===== src/design/crtvt_pkg.sv =====
// Constants of the vertical timing register block: indices, fields, widths.
// Assumes a host port that presents an index and an 8-bit data byte per access.
// Behaviour
// - Index register selects register, data port accesses
// - Lock bit blocks writes to indices 0-7
// - Line compare bit of overflow stays writable
// - Bit 6 selects five or three refreshes
// - Bit 5 zero enables vertical interrupt
// - Display end sets interrupt flip-flop
// - Writing zero to bit 4 clears flip-flop
// - Retrace end register reads back stored value
// - Retrace ends when counter low nibble matches
// - Display end built from two registers
// - Active video ends at display end line
// - Row start advances two or four times offset
// - Doubleword bit selects doubleword addressing
// - Count-by-four divides address clock by four
// - Underline row field, one less than wanted
// - Blank start built from three registers
// - Blanking starts at blank start plus one
// - Blanking ends when low byte matches end
// - Retrace start from index 0x10 and overflow
package crtvt_pkg;
  localparam int CRTVT_IDX_W = 5;
  localparam int CRTVT_LINE_W = 10;
  localparam logic [4:0] CRTVT_IDX_PROT_HI = 5'h07;
  localparam logic [4:0] CRTVT_IDX_OVERFLOW = 5'h07;
  localparam logic [4:0] CRTVT_IDX_MAXSCAN = 5'h09;
  localparam logic [4:0] CRTVT_IDX_RETR_START = 5'h10;
  localparam logic [4:0] CRTVT_IDX_RETR_END = 5'h11;
  localparam logic [4:0] CRTVT_IDX_DISP_END = 5'h12;
  localparam logic [4:0] CRTVT_IDX_ROW_OFFSET = 5'h13;
  localparam logic [4:0] CRTVT_IDX_UNDERLINE = 5'h14;
  localparam logic [4:0] CRTVT_IDX_BLANK_START = 5'h15;
  localparam logic [4:0] CRTVT_IDX_BLANK_END = 5'h16;
  // Retrace end control fields
  localparam int CRTVT_LOCK_BIT = 7;
  localparam int CRTVT_REFRESH5_BIT = 6;
  localparam int CRTVT_IRQ_DIS_BIT = 5;
  localparam int CRTVT_IRQ_CLRN_BIT = 4;
  // Overflow and maximum scan fields used here
  localparam int CRTVT_OV_RETR8 = 7;
  localparam int CRTVT_OV_DISP9 = 6;
  localparam int CRTVT_OV_LCMP8 = 4;
  localparam int CRTVT_OV_BLANK8 = 3;
  localparam int CRTVT_OV_DISP8 = 1;
  localparam int CRTVT_MS_BLANK9 = 5;
  // Underline control fields
  localparam int CRTVT_DWORD_BIT = 6;
  localparam int CRTVT_CNT4_BIT = 5;
  localparam logic [7:0] CRTVT_UL_MASK = 8'h7F;
  localparam logic [7:0] CRTVT_OV_LCMP_MASK = 8'h10;
  localparam logic [7:0] CRTVT_REG_RESET = 8'h00;
  localparam logic [7:0] CRTVT_RETR_END_RESET = 8'h10;
  localparam logic [2:0] CRTVT_REFRESH_FIVE = 3'h5;
  localparam logic [2:0] CRTVT_REFRESH_THREE = 3'h3;
  localparam logic [1:0] CRTVT_DIV4_LAST = 2'h3;
endpackage


===== src/design/crtvt_line_cmp.sv =====
// Compares the vertical line counter against the programmed limits.
// Assumes all inputs are on the reference clock; purely combinational.
module crtvt_line_cmp
  import crtvt_pkg::*;
(
  input wire logic [9:0] line_i,
  input wire logic [9:0] disp_end_i,
  input wire logic [9:0] blank_start_i,
  input wire logic [7:0] blank_end_i,
  input wire logic [9:0] retr_start_i,
  input wire logic [3:0] retr_end_i,
  output logic disp_end_hit_o,
  output logic blank_on_hit_o,
  output logic blank_off_hit_o,
  output logic retr_on_hit_o,
  output logic retr_off_hit_o
);
  always_comb
  begin
    disp_end_hit_o = (line_i == disp_end_i);
    blank_on_hit_o = (line_i == blank_start_i + 10'h001);
    blank_off_hit_o = (line_i[7:0] == blank_end_i);
    retr_on_hit_o = (line_i == retr_start_i);
    retr_off_hit_o = (line_i[3:0] == retr_end_i);
  end
endmodule


===== src/design/crtvt_regs.sv =====
// Vertical timing registers 0x11-0x16 with line counter and interrupt flop.
// Rows and characters are counted outside; vertical limits, row offset and underline control live here.
// Assumes host accesses arrive as one-cycle strobes on ref_clk_i with an index
// already latched by the address register; line and char clock ticks are
// one-cycle enables from the horizontal logic on the same clock.
module crtvt_regs
  import crtvt_pkg::*;
(
  input wire logic ref_clk_i,
  input wire logic resetn_i,
  input wire logic [4:0] host_index_i,
  input wire logic host_wr_i,
  input wire logic host_rd_i,
  input wire logic [7:0] host_wdata_i,
  output logic [7:0] host_rdata_o,
  output logic host_rd_hit_o,
  output logic low_wr_allow_o,
  output logic [7:0] overflow_o,
  output logic [7:0] max_scan_o,
  output logic [7:0] retr_start_o,
  input wire logic line_tick_i,
  input wire logic frame_start_i,
  input wire logic char_tick_i,
  output logic [9:0] line_count_o,
  output logic vdisp_en_o,
  output logic vblank_o,
  output logic vretrace_o,
  output logic host_irq_line_o,
  output logic irq_pending_o,
  output logic [2:0] refresh_cycles_o,
  output logic dword_mode_o,
  output logic addr_clk_en_o,
  output logic [9:0] row_step_o,
  output logic [4:0] underline_row_o
);
  logic [7:0] vertical_retrace_end_ctl_r;
  logic [7:0] display_enable_end_low_r;
  logic [7:0] row_offset_r;
  logic [7:0] underline_row_ctl_r;
  logic [7:0] blank_start_low_r;
  logic [7:0] blank_end_r;
  logic [7:0] overflow_r;
  logic [7:0] max_scan_r;
  logic [7:0] retr_start_r;
  logic [9:0] line_r;
  logic vdisp_r;
  logic vblank_r;
  logic vretrace_r;
  logic irq_ff_r;
  logic [1:0] div4_r;
  logic [7:0] rdata_r;
  logic rd_hit_r;
  logic [9:0] disp_end;
  logic [9:0] blank_start;
  logic [9:0] retr_start;
  logic disp_end_hit;
  logic blank_on_hit;
  logic blank_off_hit;
  logic retr_on_hit;
  logic retr_off_hit;
  logic low_lock;
  logic irq_clear;
  logic irq_ack_wr;
  logic irq_set;

  // Index decode used by the write paths; the read path decodes with a case
  function automatic logic idx_is(input logic [4:0] idx, input logic [4:0] sel);
    idx_is = (idx == sel);
  endfunction

  // Range of this block's indices, used by the read hit
  function automatic logic idx_in_block(input logic [4:0] idx);
    idx_in_block = (idx >= CRTVT_IDX_RETR_END) && (idx <= CRTVT_IDX_BLANK_END);
  endfunction

  assign low_lock = vertical_retrace_end_ctl_r[CRTVT_LOCK_BIT];
  // Outside indices 0-7 are owned elsewhere; this tells them whether to accept
  assign low_wr_allow_o = ~low_lock;

  // Protected low registers held here: overflow only, since it feeds our limits
  always_ff @(posedge ref_clk_i)
  begin
    if (!resetn_i)
      overflow_r <= CRTVT_REG_RESET;
    else if (host_wr_i && idx_is(host_index_i, CRTVT_IDX_OVERFLOW))
    begin
      if (!low_lock)
        overflow_r <= host_wdata_i;
      else
        overflow_r <= (overflow_r & ~CRTVT_OV_LCMP_MASK) | (host_wdata_i & CRTVT_OV_LCMP_MASK);
    end
  end

  // Write-only copies of limit bits owned by outside registers
  always_ff @(posedge ref_clk_i)
  begin
    if (!resetn_i)
      max_scan_r <= CRTVT_REG_RESET;
    else if (host_wr_i && idx_is(host_index_i, CRTVT_IDX_MAXSCAN))
      max_scan_r <= host_wdata_i;
  end

  always_ff @(posedge ref_clk_i)
  begin
    if (!resetn_i)
      retr_start_r <= CRTVT_REG_RESET;
    else if (host_wr_i && idx_is(host_index_i, CRTVT_IDX_RETR_START))
      retr_start_r <= host_wdata_i;
  end

  // Registers of this block, one process each; none of them is write protected
  always_ff @(posedge ref_clk_i)
  begin
    if (!resetn_i)
      vertical_retrace_end_ctl_r <= CRTVT_RETR_END_RESET;
    else if (host_wr_i && idx_is(host_index_i, CRTVT_IDX_RETR_END))
      vertical_retrace_end_ctl_r <= host_wdata_i;
  end

  always_ff @(posedge ref_clk_i)
  begin
    if (!resetn_i)
      display_enable_end_low_r <= CRTVT_REG_RESET;
    else if (host_wr_i && idx_is(host_index_i, CRTVT_IDX_DISP_END))
      display_enable_end_low_r <= host_wdata_i;
  end

  always_ff @(posedge ref_clk_i)
  begin
    if (!resetn_i)
      row_offset_r <= CRTVT_REG_RESET;
    else if (host_wr_i && idx_is(host_index_i, CRTVT_IDX_ROW_OFFSET))
      row_offset_r <= host_wdata_i;
  end

  // Reserved bit 7 is not stored so it reads as zero
  always_ff @(posedge ref_clk_i)
  begin
    if (!resetn_i)
      underline_row_ctl_r <= CRTVT_REG_RESET;
    else if (host_wr_i && idx_is(host_index_i, CRTVT_IDX_UNDERLINE))
      underline_row_ctl_r <= host_wdata_i & CRTVT_UL_MASK;
  end

  always_ff @(posedge ref_clk_i)
  begin
    if (!resetn_i)
      blank_start_low_r <= CRTVT_REG_RESET;
    else if (host_wr_i && idx_is(host_index_i, CRTVT_IDX_BLANK_START))
      blank_start_low_r <= host_wdata_i;
  end

  always_ff @(posedge ref_clk_i)
  begin
    if (!resetn_i)
      blank_end_r <= CRTVT_REG_RESET;
    else if (host_wr_i && idx_is(host_index_i, CRTVT_IDX_BLANK_END))
      blank_end_r <= host_wdata_i;
  end

  // Hit pulse lasts one cycle; the data below holds until the next read
  always_ff @(posedge ref_clk_i)
  begin
    if (!resetn_i)
      rd_hit_r <= 1'b0;
    else
      rd_hit_r <= host_rd_i && idx_in_block(host_index_i);
  end

  // Read path; registered data, valid one cycle after the strobe
  always_ff @(posedge ref_clk_i)
  begin
    if (!resetn_i)
      rdata_r <= CRTVT_REG_RESET;
    else if (host_rd_i)
    begin
      unique case (host_index_i)
        CRTVT_IDX_RETR_END: rdata_r <= vertical_retrace_end_ctl_r;
        CRTVT_IDX_DISP_END: rdata_r <= display_enable_end_low_r;
        CRTVT_IDX_ROW_OFFSET: rdata_r <= row_offset_r;
        CRTVT_IDX_UNDERLINE: rdata_r <= underline_row_ctl_r;
        CRTVT_IDX_BLANK_START: rdata_r <= blank_start_low_r;
        CRTVT_IDX_BLANK_END: rdata_r <= blank_end_r;
        // Indices owned elsewhere read as zero here
        default: rdata_r <= CRTVT_REG_RESET;
      endcase
    end
  end

  // Assemble 10-bit limits
  always_comb
  begin
    disp_end = {overflow_r[CRTVT_OV_DISP9], overflow_r[CRTVT_OV_DISP8],
      display_enable_end_low_r};
    blank_start = {max_scan_r[CRTVT_MS_BLANK9], overflow_r[CRTVT_OV_BLANK8],
      blank_start_low_r};
    retr_start = {1'b0, overflow_r[CRTVT_OV_RETR8], retr_start_r};
  end

  // Compares are combinational; the flag processes sample them on the tick
  crtvt_line_cmp u_cmp (
    .line_i(line_r),
    .disp_end_i(disp_end),
    .blank_start_i(blank_start),
    .blank_end_i(blank_end_r),
    .retr_start_i(retr_start),
    .retr_end_i(vertical_retrace_end_ctl_r[3:0]),
    .disp_end_hit_o(disp_end_hit),
    .blank_on_hit_o(blank_on_hit),
    .blank_off_hit_o(blank_off_hit),
    .retr_on_hit_o(retr_on_hit),
    .retr_off_hit_o(retr_off_hit)
  );

  // Line counter, cleared by frame start from the vertical total logic
  // Wraps at 1024 lines if no frame start comes, so compares stay defined
  always_ff @(posedge ref_clk_i)
  begin
    if (!resetn_i)
      line_r <= '0;
    else if (frame_start_i)
      line_r <= '0;
    else if (line_tick_i)
      line_r <= line_r + 10'h001;
  end

  // Timing flags update only on line ticks or frame start so compares act once per line
  always_ff @(posedge ref_clk_i)
  begin
    if (!resetn_i)
      vdisp_r <= 1'b1;
    else if (frame_start_i)
      vdisp_r <= 1'b1;
    else if (line_tick_i && disp_end_hit)
      vdisp_r <= 1'b0;
  end

  // Off wins over on, so a blank whose end equals its start plus one stays low
  always_ff @(posedge ref_clk_i)
  begin
    if (!resetn_i)
      vblank_r <= 1'b0;
    else if (line_tick_i && !frame_start_i)
    begin
      if (blank_off_hit)
        vblank_r <= 1'b0;
      else if (blank_on_hit)
        vblank_r <= 1'b1;
    end
  end

  // Retrace follows the same priority as blanking
  always_ff @(posedge ref_clk_i)
  begin
    if (!resetn_i)
      vretrace_r <= 1'b0;
    else if (line_tick_i && !frame_start_i)
    begin
      if (retr_off_hit)
        vretrace_r <= 1'b0;
      else if (retr_on_hit)
        vretrace_r <= 1'b1;
    end
  end

  // Interrupt flop: set at end of active display; bit 4 low holds it clear.
  // A write of zero clears at once, so the acknowledge is not a cycle late.
  assign irq_ack_wr = host_wr_i && idx_is(host_index_i, CRTVT_IDX_RETR_END)
    && !host_wdata_i[CRTVT_IRQ_CLRN_BIT];
  assign irq_clear = ~vertical_retrace_end_ctl_r[CRTVT_IRQ_CLRN_BIT] | irq_ack_wr;
  assign irq_set = line_tick_i && disp_end_hit && vdisp_r;
  always_ff @(posedge ref_clk_i)
  begin
    if (!resetn_i)
      irq_ff_r <= 1'b0;
    else if (irq_clear)
      irq_ff_r <= 1'b0;
    else if (irq_set)
      irq_ff_r <= 1'b1;
  end

  // Masking leaves the flop alone, so status still shows a masked event
  always_comb
  begin
    if (vertical_retrace_end_ctl_r[CRTVT_IRQ_DIS_BIT])
      host_irq_line_o = 1'b0;
    else
      host_irq_line_o = irq_ff_r;
  end
  // Status source for the input status register outside
  assign irq_pending_o = irq_ff_r;

  // Address clock divider for count-by-four
  always_ff @(posedge ref_clk_i)
  begin
    if (!resetn_i)
      div4_r <= '0;
    else if (char_tick_i)
      div4_r <= div4_r + 2'h1;
  end

  // Count-by-four gates the char tick; the divider runs free, so its phase is arbitrary
  always_comb
  begin
    if (underline_row_ctl_r[CRTVT_CNT4_BIT])
      addr_clk_en_o = char_tick_i && (div4_r == CRTVT_DIV4_LAST);
    else
      addr_clk_en_o = char_tick_i;
  end

  assign dword_mode_o = underline_row_ctl_r[CRTVT_DWORD_BIT];
  // Underline row passes as written; the row scan logic adds the one
  assign underline_row_o = underline_row_ctl_r[4:0];

  // Step in address units: offset times two, or four in doubleword mode
  always_comb
  begin
    if (dword_mode_o)
      row_step_o = {row_offset_r, 2'b00};
    else
      row_step_o = {1'b0, row_offset_r, 1'b0};
  end

  always_comb
  begin
    if (vertical_retrace_end_ctl_r[CRTVT_REFRESH5_BIT])
      refresh_cycles_o = CRTVT_REFRESH_FIVE;
    else
      refresh_cycles_o = CRTVT_REFRESH_THREE;
  end

  // Registered state straight to the ports
  assign host_rdata_o = rdata_r;
  assign host_rd_hit_o = rd_hit_r;
  assign overflow_o = overflow_r;
  assign max_scan_o = max_scan_r;
  assign retr_start_o = retr_start_r;
  assign line_count_o = line_r;
  assign vdisp_en_o = vdisp_r;
  assign vblank_o = vblank_r;
  assign vretrace_o = vretrace_r;
endmodule


===== config.mk =====
export PLATFORM = sky130hd
export DESIGN_NAME = crtvt_regs
export DESIGN_NICKNAME = d
export VERILOG_FILES = /design/src/design/crtvt_pkg.sv /design/src/design/crtvt_line_cmp.sv /design/src/design/crtvt_regs.sv
export SDC_FILE = /design/constraint.sdc
export NUM_CORES = 1
export LEC_CHECK = 0
export BUFFER_PORTS_ARGS = -buffer_cell sky130_fd_sc_hd__buf_2
export CAP_MARGIN = 20
export CORE_UTILIZATION = 55
export DETAILED_ROUTE_END_ITERATION = 10
export GPL_TIMING_DRIVEN = 0
export PLACE_DENSITY_LB_ADDON = 0.25
export SLEW_MARGIN = 20
export SYNTH_ARGS = -nofsm -noshare
export SYNTH_HDL_FRONTEND = slang
export SYNTH_SLANG_ARGS = --single-unit

===== constraint.sdc =====
create_clock -name ref_clk_i -period 4.89 [get_ports ref_clk_i]
set_clock_uncertainty 0.2 [all_clocks]
set_input_delay 0.2445 -clock ref_clk_i [delete_from_list [all_inputs] [get_ports ref_clk_i]]
set_output_delay 0.2445 -clock ref_clk_i [all_outputs]
set_load 0.01 [all_outputs]

==> results of run 1 <==
[kinds of logic after synthesis]
group,Yosys count,synth area share
other,2,0.001485
AO/OA/AOI/OAI,61,0.08414
AND/OR/NAND/NOR,195,0.2235
flip-flops,96,0.3801
multiplexers,73,0.1463
adder cells (fa/ha/maj),3,0.007425
buffers and inverters,63,0.06558
XOR/XNOR,52,0.09156
[flip-flops by register name (all words and copies together), names as in the netlist, 2 cells and up]
register / cells
line_count_o: 10
blank_end_r: 8
blank_start_low_r: 8
display_enable_end_low_r: 8
host_rdata_o: 8
max_scan_o: 8
overflow_o: 8
retr_start_o: 8
row_offset_r: 8
vertical_retrace_end_ctl_r: 8
underline_row_ctl_r: 7
div4_r: 2
[path summary, 6_finish.rpt]
check,startpoint,to
worst max-delay path,blank_start_low_r[0]$_SDFFE_PN0P_,vblank_o$_SDFFE_PN0P_
worst min-delay path,frame_start_i,vdisp_en_o$_SDFFE_PP1N_
worst max register to register,blank_start_low_r[0]$_SDFFE_PN0P_,vblank_o$_SDFFE_PN0P_
worst min register to register,vdisp_en_o$_SDFFE_PP1N_,vdisp_en_o$_SDFFE_PP1N_
[cell usage after synthesis (2+ instances only)]
master,count
xor2_1,21
nor2b_1,69
and3b_1,3
buf_6,4
buf_4,11
o211ai_1,5
inv_1,6
a31oi_1,4
buf_2,19
conb_1,2
nand3_2,3
a21boi_0,7
nand4b_1,5
a32oi_1,3
nor4_1,2
nor2_1,13
a21boi_1,2
mux2i_1,66
a221oi_1,6
clkbuf_1,23
mux2_2,7
nand2_1,20
nor3_1,6
o21ai_0,12
and2_1,3
nand3_1,41
nand4_1,13
a21oi_1,11
o2111ai_1,2
or3_1,3
and3_1,6
dfxtp_1,96
ha_1,3
nor3b_1,2
xnor2_1,30
[report_power, final]
part	internal, mW	switching [mW]	total [mW]
registers	0.793	0.00907	0.802
clock network	0.247	0.313	0.560
logic	0.0500	0.0767	0.127
total	1.09	0.399	1.49
[through the flow]
stage                     instance area [um2]  cells  setup slack, ps  hold WS (ps)  total power [mW]
final                                    5807    748             2613        -2.943             1.489
after global routing                     5807    748             2513         20.33             1.533
after CTS                                5807    748             2631        0.4054             1.490
after detailed placement                 5572    729             2680         278.6            0.9434
after global placement                   5572    729             2689         260.3            0.9401
after floorplan                          5056    545             2933         138.1            0.8987
[metal layers]
layer	GRT usage	wire, um	vias to the layer above	share of wire
met5	0	0	-	0
met4	0.1457	438	0	0.031
met3	0.04223	976	31	0.070
met2	0.4821	6333	193	0.45
met1	0.3898	6203	2063	0.44
li1	-	-	2061	-
[final cells by class]
cell class	instances	area share
multi-input combinational	386	0.4827
sequential	96	0.3310
timing repair buffer	79	0.07067
buffer	57	0.05322
tap	108	0.02327
clock buffer	9	0.02133
clock inverter	7	0.01401
inverter	6	0.003878
[worst max-delay path, delay by kind of cell (launching register included)]
family,cells,cell delay [ps]
compound gates,4,890
fa+ha+maj,1,210
buf+inv,1,210
flops,1,540
simple gates,1,90
==> impl_metrics.yaml, run 1 <==
placed_design:
  gp_congestion: 0.8919
  dp_hpwl_um: 9992
  portBuffers: 76
cts:
  hold_buffers: 3
  path_clk_slew_ps: 110
  root_buffer: "clkbuf_8"
  postCtsSetupRepairBufs: 0
  numCtsBuffers: 9
  tritoncts: "yes"
  cts-resized-gates: 0
  cts_sinks: 96
  clock_latency_ps: 380
  htreeDepth: 3
  clock_path_buffers: 2
critical_path:
  cp.required_ps: 4950
  path_max_fanout: 8
  critPathMaxStageDelay_ps: 540
  start_kind: "flip-flop"
  cp-end-kind: "flip-flop"
  cp_slowest_cell: "dfxtp_1"
  ff2ff_setup_slack_ps: 2610
  path_cells: "ha_1 > buf_2 > a21oi_1 > o311ai_1 > o211ai_1 > a221oi_1 > nor4b_2"
  critPathKind: "reg2reg"
  worst-endpoint-arrival_ps: 2340
  rr_worst_depth: 7
drt:
  num_vias: 4348
  via_per_inst: 5.813
  wl_um: 13950
  drc: 7
  drtIter0Drc: 316
  drtAntennaViolNets: 0
  drtPass1Iterations: 8
  wire_per_inst_um: 18.65
logic_synthesis:
  seq_area_frac_synth: 0.3801
  ys_types: 51
  avgSynthCellArea_um2: 9.277
  ys.warnings.count: 0
  synth_area_leaders: "dfxtp_1, mux2i_1, nor2b_1"
  netlist_instances: 545
  synth_area_um2: 5056
  ys.flop_type: "dfxtp_1"
  synth_top_cell_by_area: "dfxtp_1"
  yosysTopAreaCellShare: 0.3801
  synthArstFlopShare: 0
  synth-seq-cells: 96
  syn_nets: 568
  synth-edff-count: 0
finish:
  syn2layout_area_growth_pct: 14.85
  fillers: 746
  final_common_cell: "dfxtp_1"
  multiInputGateArea_um2: 2803
  nets: 658
  drive_above_1_share: 0.2203
  utilization: 0.6594
  regArea_um2: 1922
  mostFrequentLayoutCells: "dfxtp_1, buf_2, nor2b_1"
  antenna-diode-count: 0
floorplan:
  die-area_um2: 9580
  io_pins: 89
  die_h_um: 97.88
  rows: 34
  start_util: 0.5742
  coreArea_um2: 8806
  die_w_um: 97.88
sta:
  clock.fmax_mhz: 439.2
  setup_viol_count_final: 0
  worstMarginPinSlew_ps: 746.8
  rsz0062_at_grt: "no"
  hold_violations: 1
  slew_headroom: 0.5021
  period_needed_ps: 2277
  tns_ps: 0
  hold_ws_ps: -2.943
  period_share: 0.4656
  slew_violations: 0
power:
  peakVddDrop_mv: 0.1512
  p_leak_nw: 2.581
  powerDensity_nw_per_um2: 256.4
status:
  violations: "design-rule violations, negative hold slack"
  status: "finished, violations left"
grt:
  antenna_found_initial: 0
  grt_overflow: 0
  gr-usage-all-layers: 0.2978
  grt_first_pass_wirelength_um: 22050
  grt_max_degree: 19
  grt_pass1_vias: 4117
min_path:
  hold_class: "in2reg"
  hold_depth: 3
run:
  drv_cap: 0
Note: power is estimated with default switching activity, not from simulation.
==> inputs of run 2 (changes only) <==
--- a/config.mk
+++ b/config.mk
@@ -5,6 +5,7 @@
 export SDC_FILE = /design/constraint.sdc
 export NUM_CORES = 1
 export LEC_CHECK = 0
+export ABC_AREA = 1
 export BUFFER_PORTS_ARGS = -buffer_cell sky130_fd_sc_hd__buf_2
 export CAP_MARGIN = 20
 export CORE_UTILIZATION = 55
==> constraint.sdc (replaced) <==
create_clock -name ref_clk_i -period 2.3 [get_ports ref_clk_i]
set_clock_uncertainty 0.2 [all_clocks]
set_input_delay 0.115 -clock ref_clk_i [delete_from_list [all_inputs] [get_ports ref_clk_i]]
set_output_delay 0.115 -clock ref_clk_i [all_outputs]
set_load 0.01 [all_outputs]
==> run 2 against run 1 <==
Compared with the run above:
- the run now ends clean
- power is 120% higher
- flip-flop and latch count stayed put
- setup slack got worse by 2400 ps
- largest cell class unchanged
- non-clock buffer count shrank 13
- synthesized area down 6.6%
- critical path depth down 2
==> impl_metrics.yaml, run 2 <==
cts:
  clock_path_buffers: 2
  clock_latency_ps: 380
  postCtsSetupRepairBufs: 0
  root_buffer: "clkbuf_8"
  cts-resized-gates: 0
  cts_sinks: 96
  tritoncts: "yes"
  path_clk_slew_ps: 100
  htreeDepth: 3
  numCtsBuffers: 9
critical_path:
  critPathKind: "reg2out"
  cp_slowest_cell: "clkbuf_1"
  cp_common_cell: "clkbuf_1"
  start_kind: "flip-flop"
  path_cells: "clkbuf_1 > clkbuf_1 > nand2_1 > o21ai_0 > buf_2"
  path_max_fanout: 10
  worst-endpoint-arrival_ps: 1820
  cp.required_ps: 1990
  critPathMaxStageDelay_ps: 400
  cp-end-kind: "output port"
sta:
  clock.fmax_mhz: 468.7
  setup_viol_count_final: 0
  rsz0062_at_grt: "no"
  period_needed_ps: 2134
  tns_ps: 0
  hold_ws_ps: 33.79
  hold_violations: 0
  period_share: 0.9277
  slew_violations: 0
  worstMarginPinSlew_ps: 736.5
  slew_headroom: 0.5090
  fin_ws_ps: 166.4
power:
  internal_power_mw: 2.328
  seqPwrFrac: 0.535
  peakVddDrop_mv: 0.3642
  powerDensity_nw_per_um2: 576.6
  combPwrFrac: 0.095
  p_total_mw: 3.217
  p_leak_nw: 2.455
  swShare: 0.2763
  clkPwrFrac: 0.370
  p_sw_uw: 889.1
run:
  drv_cap: 0
logic_synthesis:
  synth-seq-cells: 96
  yosysTopAreaCellShare: 0.4069
  syn_nets: 706
  synth_top_cell_by_area: "dfxtp_1"
  synth_area_leaders: "dfxtp_1, o21ai_0, nor2_1"
  avgSynthCellArea_um2: 6.915
  netlist_instances: 683
  synth_area_um2: 4723
  ys_types: 34
  ys.flop_type: "dfxtp_1"
  synth_common_cells: "nor2_1, dfxtp_1, nand2_1, o21ai_0, inv_1"
  yosysMostFrequentCell: "nor2_1"
  synth-edff-count: 0
  synthArstFlopShare: 0
  seq_area_frac_synth: 0.4069
  ys.warnings.count: 0
floorplan:
  coreArea_um2: 8258
  rows: 33
  die-area_um2: 8962
  start_util: 0.5720
  io_pins: 89
  die_w_um: 94.67
  die_h_um: 94.67
placed_design:
  dp_hpwl_um: 10520
  portBuffers: 80
  dpl_worst_slack_ps: 349.7
  gp_congestion: 0.9572
finish:
  mostFrequentLayoutCells: "nor2_1, dfxtp_1, nand2_1, o21ai_0, buf_2"
  drive_above_1_share: 0.1722
  antenna-diode-count: 0
  final_common_cell: "nor2_1"
  utilization: 0.6758
  largest_reg_flops: 10
  syn2layout_area_growth_pct: 18.15
  nets: 808
grt:
  grt_overflow: 0
  grt_max_degree: 19
  gr-usage-all-layers: 0.3384
  grt_first_pass_wirelength_um: 22760
  antenna_found_initial: 0
  grt_pass1_vias: 4521
drt:
  drtAntennaViolNets: 0
  drtIter0Drc: 470
  num_vias: 5118
  drc: 0
  drtPass1Iterations: 6
  wl_um: 14750
  wire_per_inst_um: 16.48
  via_per_inst: 5.718
status:
  status: "finished, final reports clean"
min_path:
  hold_class: "in2reg"
-- run 2: cell types whose count changed after synthesis, moves of 9 or more --
cell,delta
nand3_1,-16
mux2i_1,-66
nor2_1,+105
o21ai_0,+82
inv_1,+59
xor2_1,-14
buf_2,-15
nor2b_1,-69
o22ai_1,+9
nand2_1,+74
clkbuf_1,-10
a21oi_1,+52
xnor2_1,-24
-- run 2: final cells by class --
class                           instances  area [um2]
Buffer                                 32       188.9
Clock buffer                            9       123.9
Clock inverter                          7       91.34
Fill cell                             763        2678
Inverter                               77       289.0
Multi-Input combinational cell        478        2323
Sequential cell                        96        1922
Tap cell                              105       131.4
Timing Repair Buffer                   91       510.5
-- run 2: what timing repair did --
item,4_1_cts,5_1_grt
endpoints found under the hold margin,47,0
hold buffers,11,0
endpoints found under the setup margin,0,0
-- run 2: logic make-up (layout without fill, tap and decap cells) --
kind of cell | after synthesis | after routing | share of synthesized area
adder cells (fa/ha/maj) | 3 | 3 | 0.007948
XOR/XNOR | 13 | 13 | 0.02411
other | 2 | 2 | 0.001590
AND/OR/NAND/NOR | 268 | 268 | 0.2429
AO/OA/AOI/OAI | 192 | 192 | 0.2154
flip-flops | 96 | 96 | 0.4069
buffers and inverters | 109 | 216 | 0.1012
-- run 2: critical path, delay by kind of cell (launching register included) --
kind                   cells  cell delay [ps]
AOI/OAI and AO/OA          1              110
and+or+nand+nor            1              130
DFF                        1              340
buffers and inverters      3              870
-- run 2: worst paths after layout --
kind	from	end	slack [ps]	cells after the start
worst min-delay path	host_index_i[0]	overflow_o[4]$_SDFFE_PN0P_	30	6
worst max register to register	line_count_o[5]$_SDFFE_PP0P_	irq_pending_o$_SDFFE_PP0P_	290	6
worst max-delay path	underline_row_ctl_r[6]$_SDFFE_PN0P_	row_step_o[8]	170	5
worst min register to register	overflow_o[2]$_SDFFE_PN0P_	overflow_o[2]$_SDFFE_PN0P_	270	2
-- run 2: power groups by stage --
stage	registers, mW	logic, mW	clock network (mW)
floorplan	1.76	0.167	0
global placement	1.76	0.274	0
detailed placement	1.76	0.281	0
CTS	1.72	0.299	1.19
global route	1.72	0.334	1.27
finish	1.72	0.305	1.19
-- run 2: routing by layer --
| layer | global-route usage | vias to the layer above | wire (um) |
|---|---|---|---|
| met5 | 0 | - | 0 |
| met4 | 0.1793 | 0 | 667 |
| met3 | 0.05233 | 48 | 1534 |
| met2 | 0.5342 | 315 | 6558 |
| met1 | 0.4439 | 2321 | 5993 |
| li1 | - | 2434 | - |
-- run 2: stage by stage --
stage	cells	cell area [um2]
finish	895	5580
global route	895	5580
CTS	895	5580
detailed placement	868	5255
global placement	868	5255
floorplan	683	4723
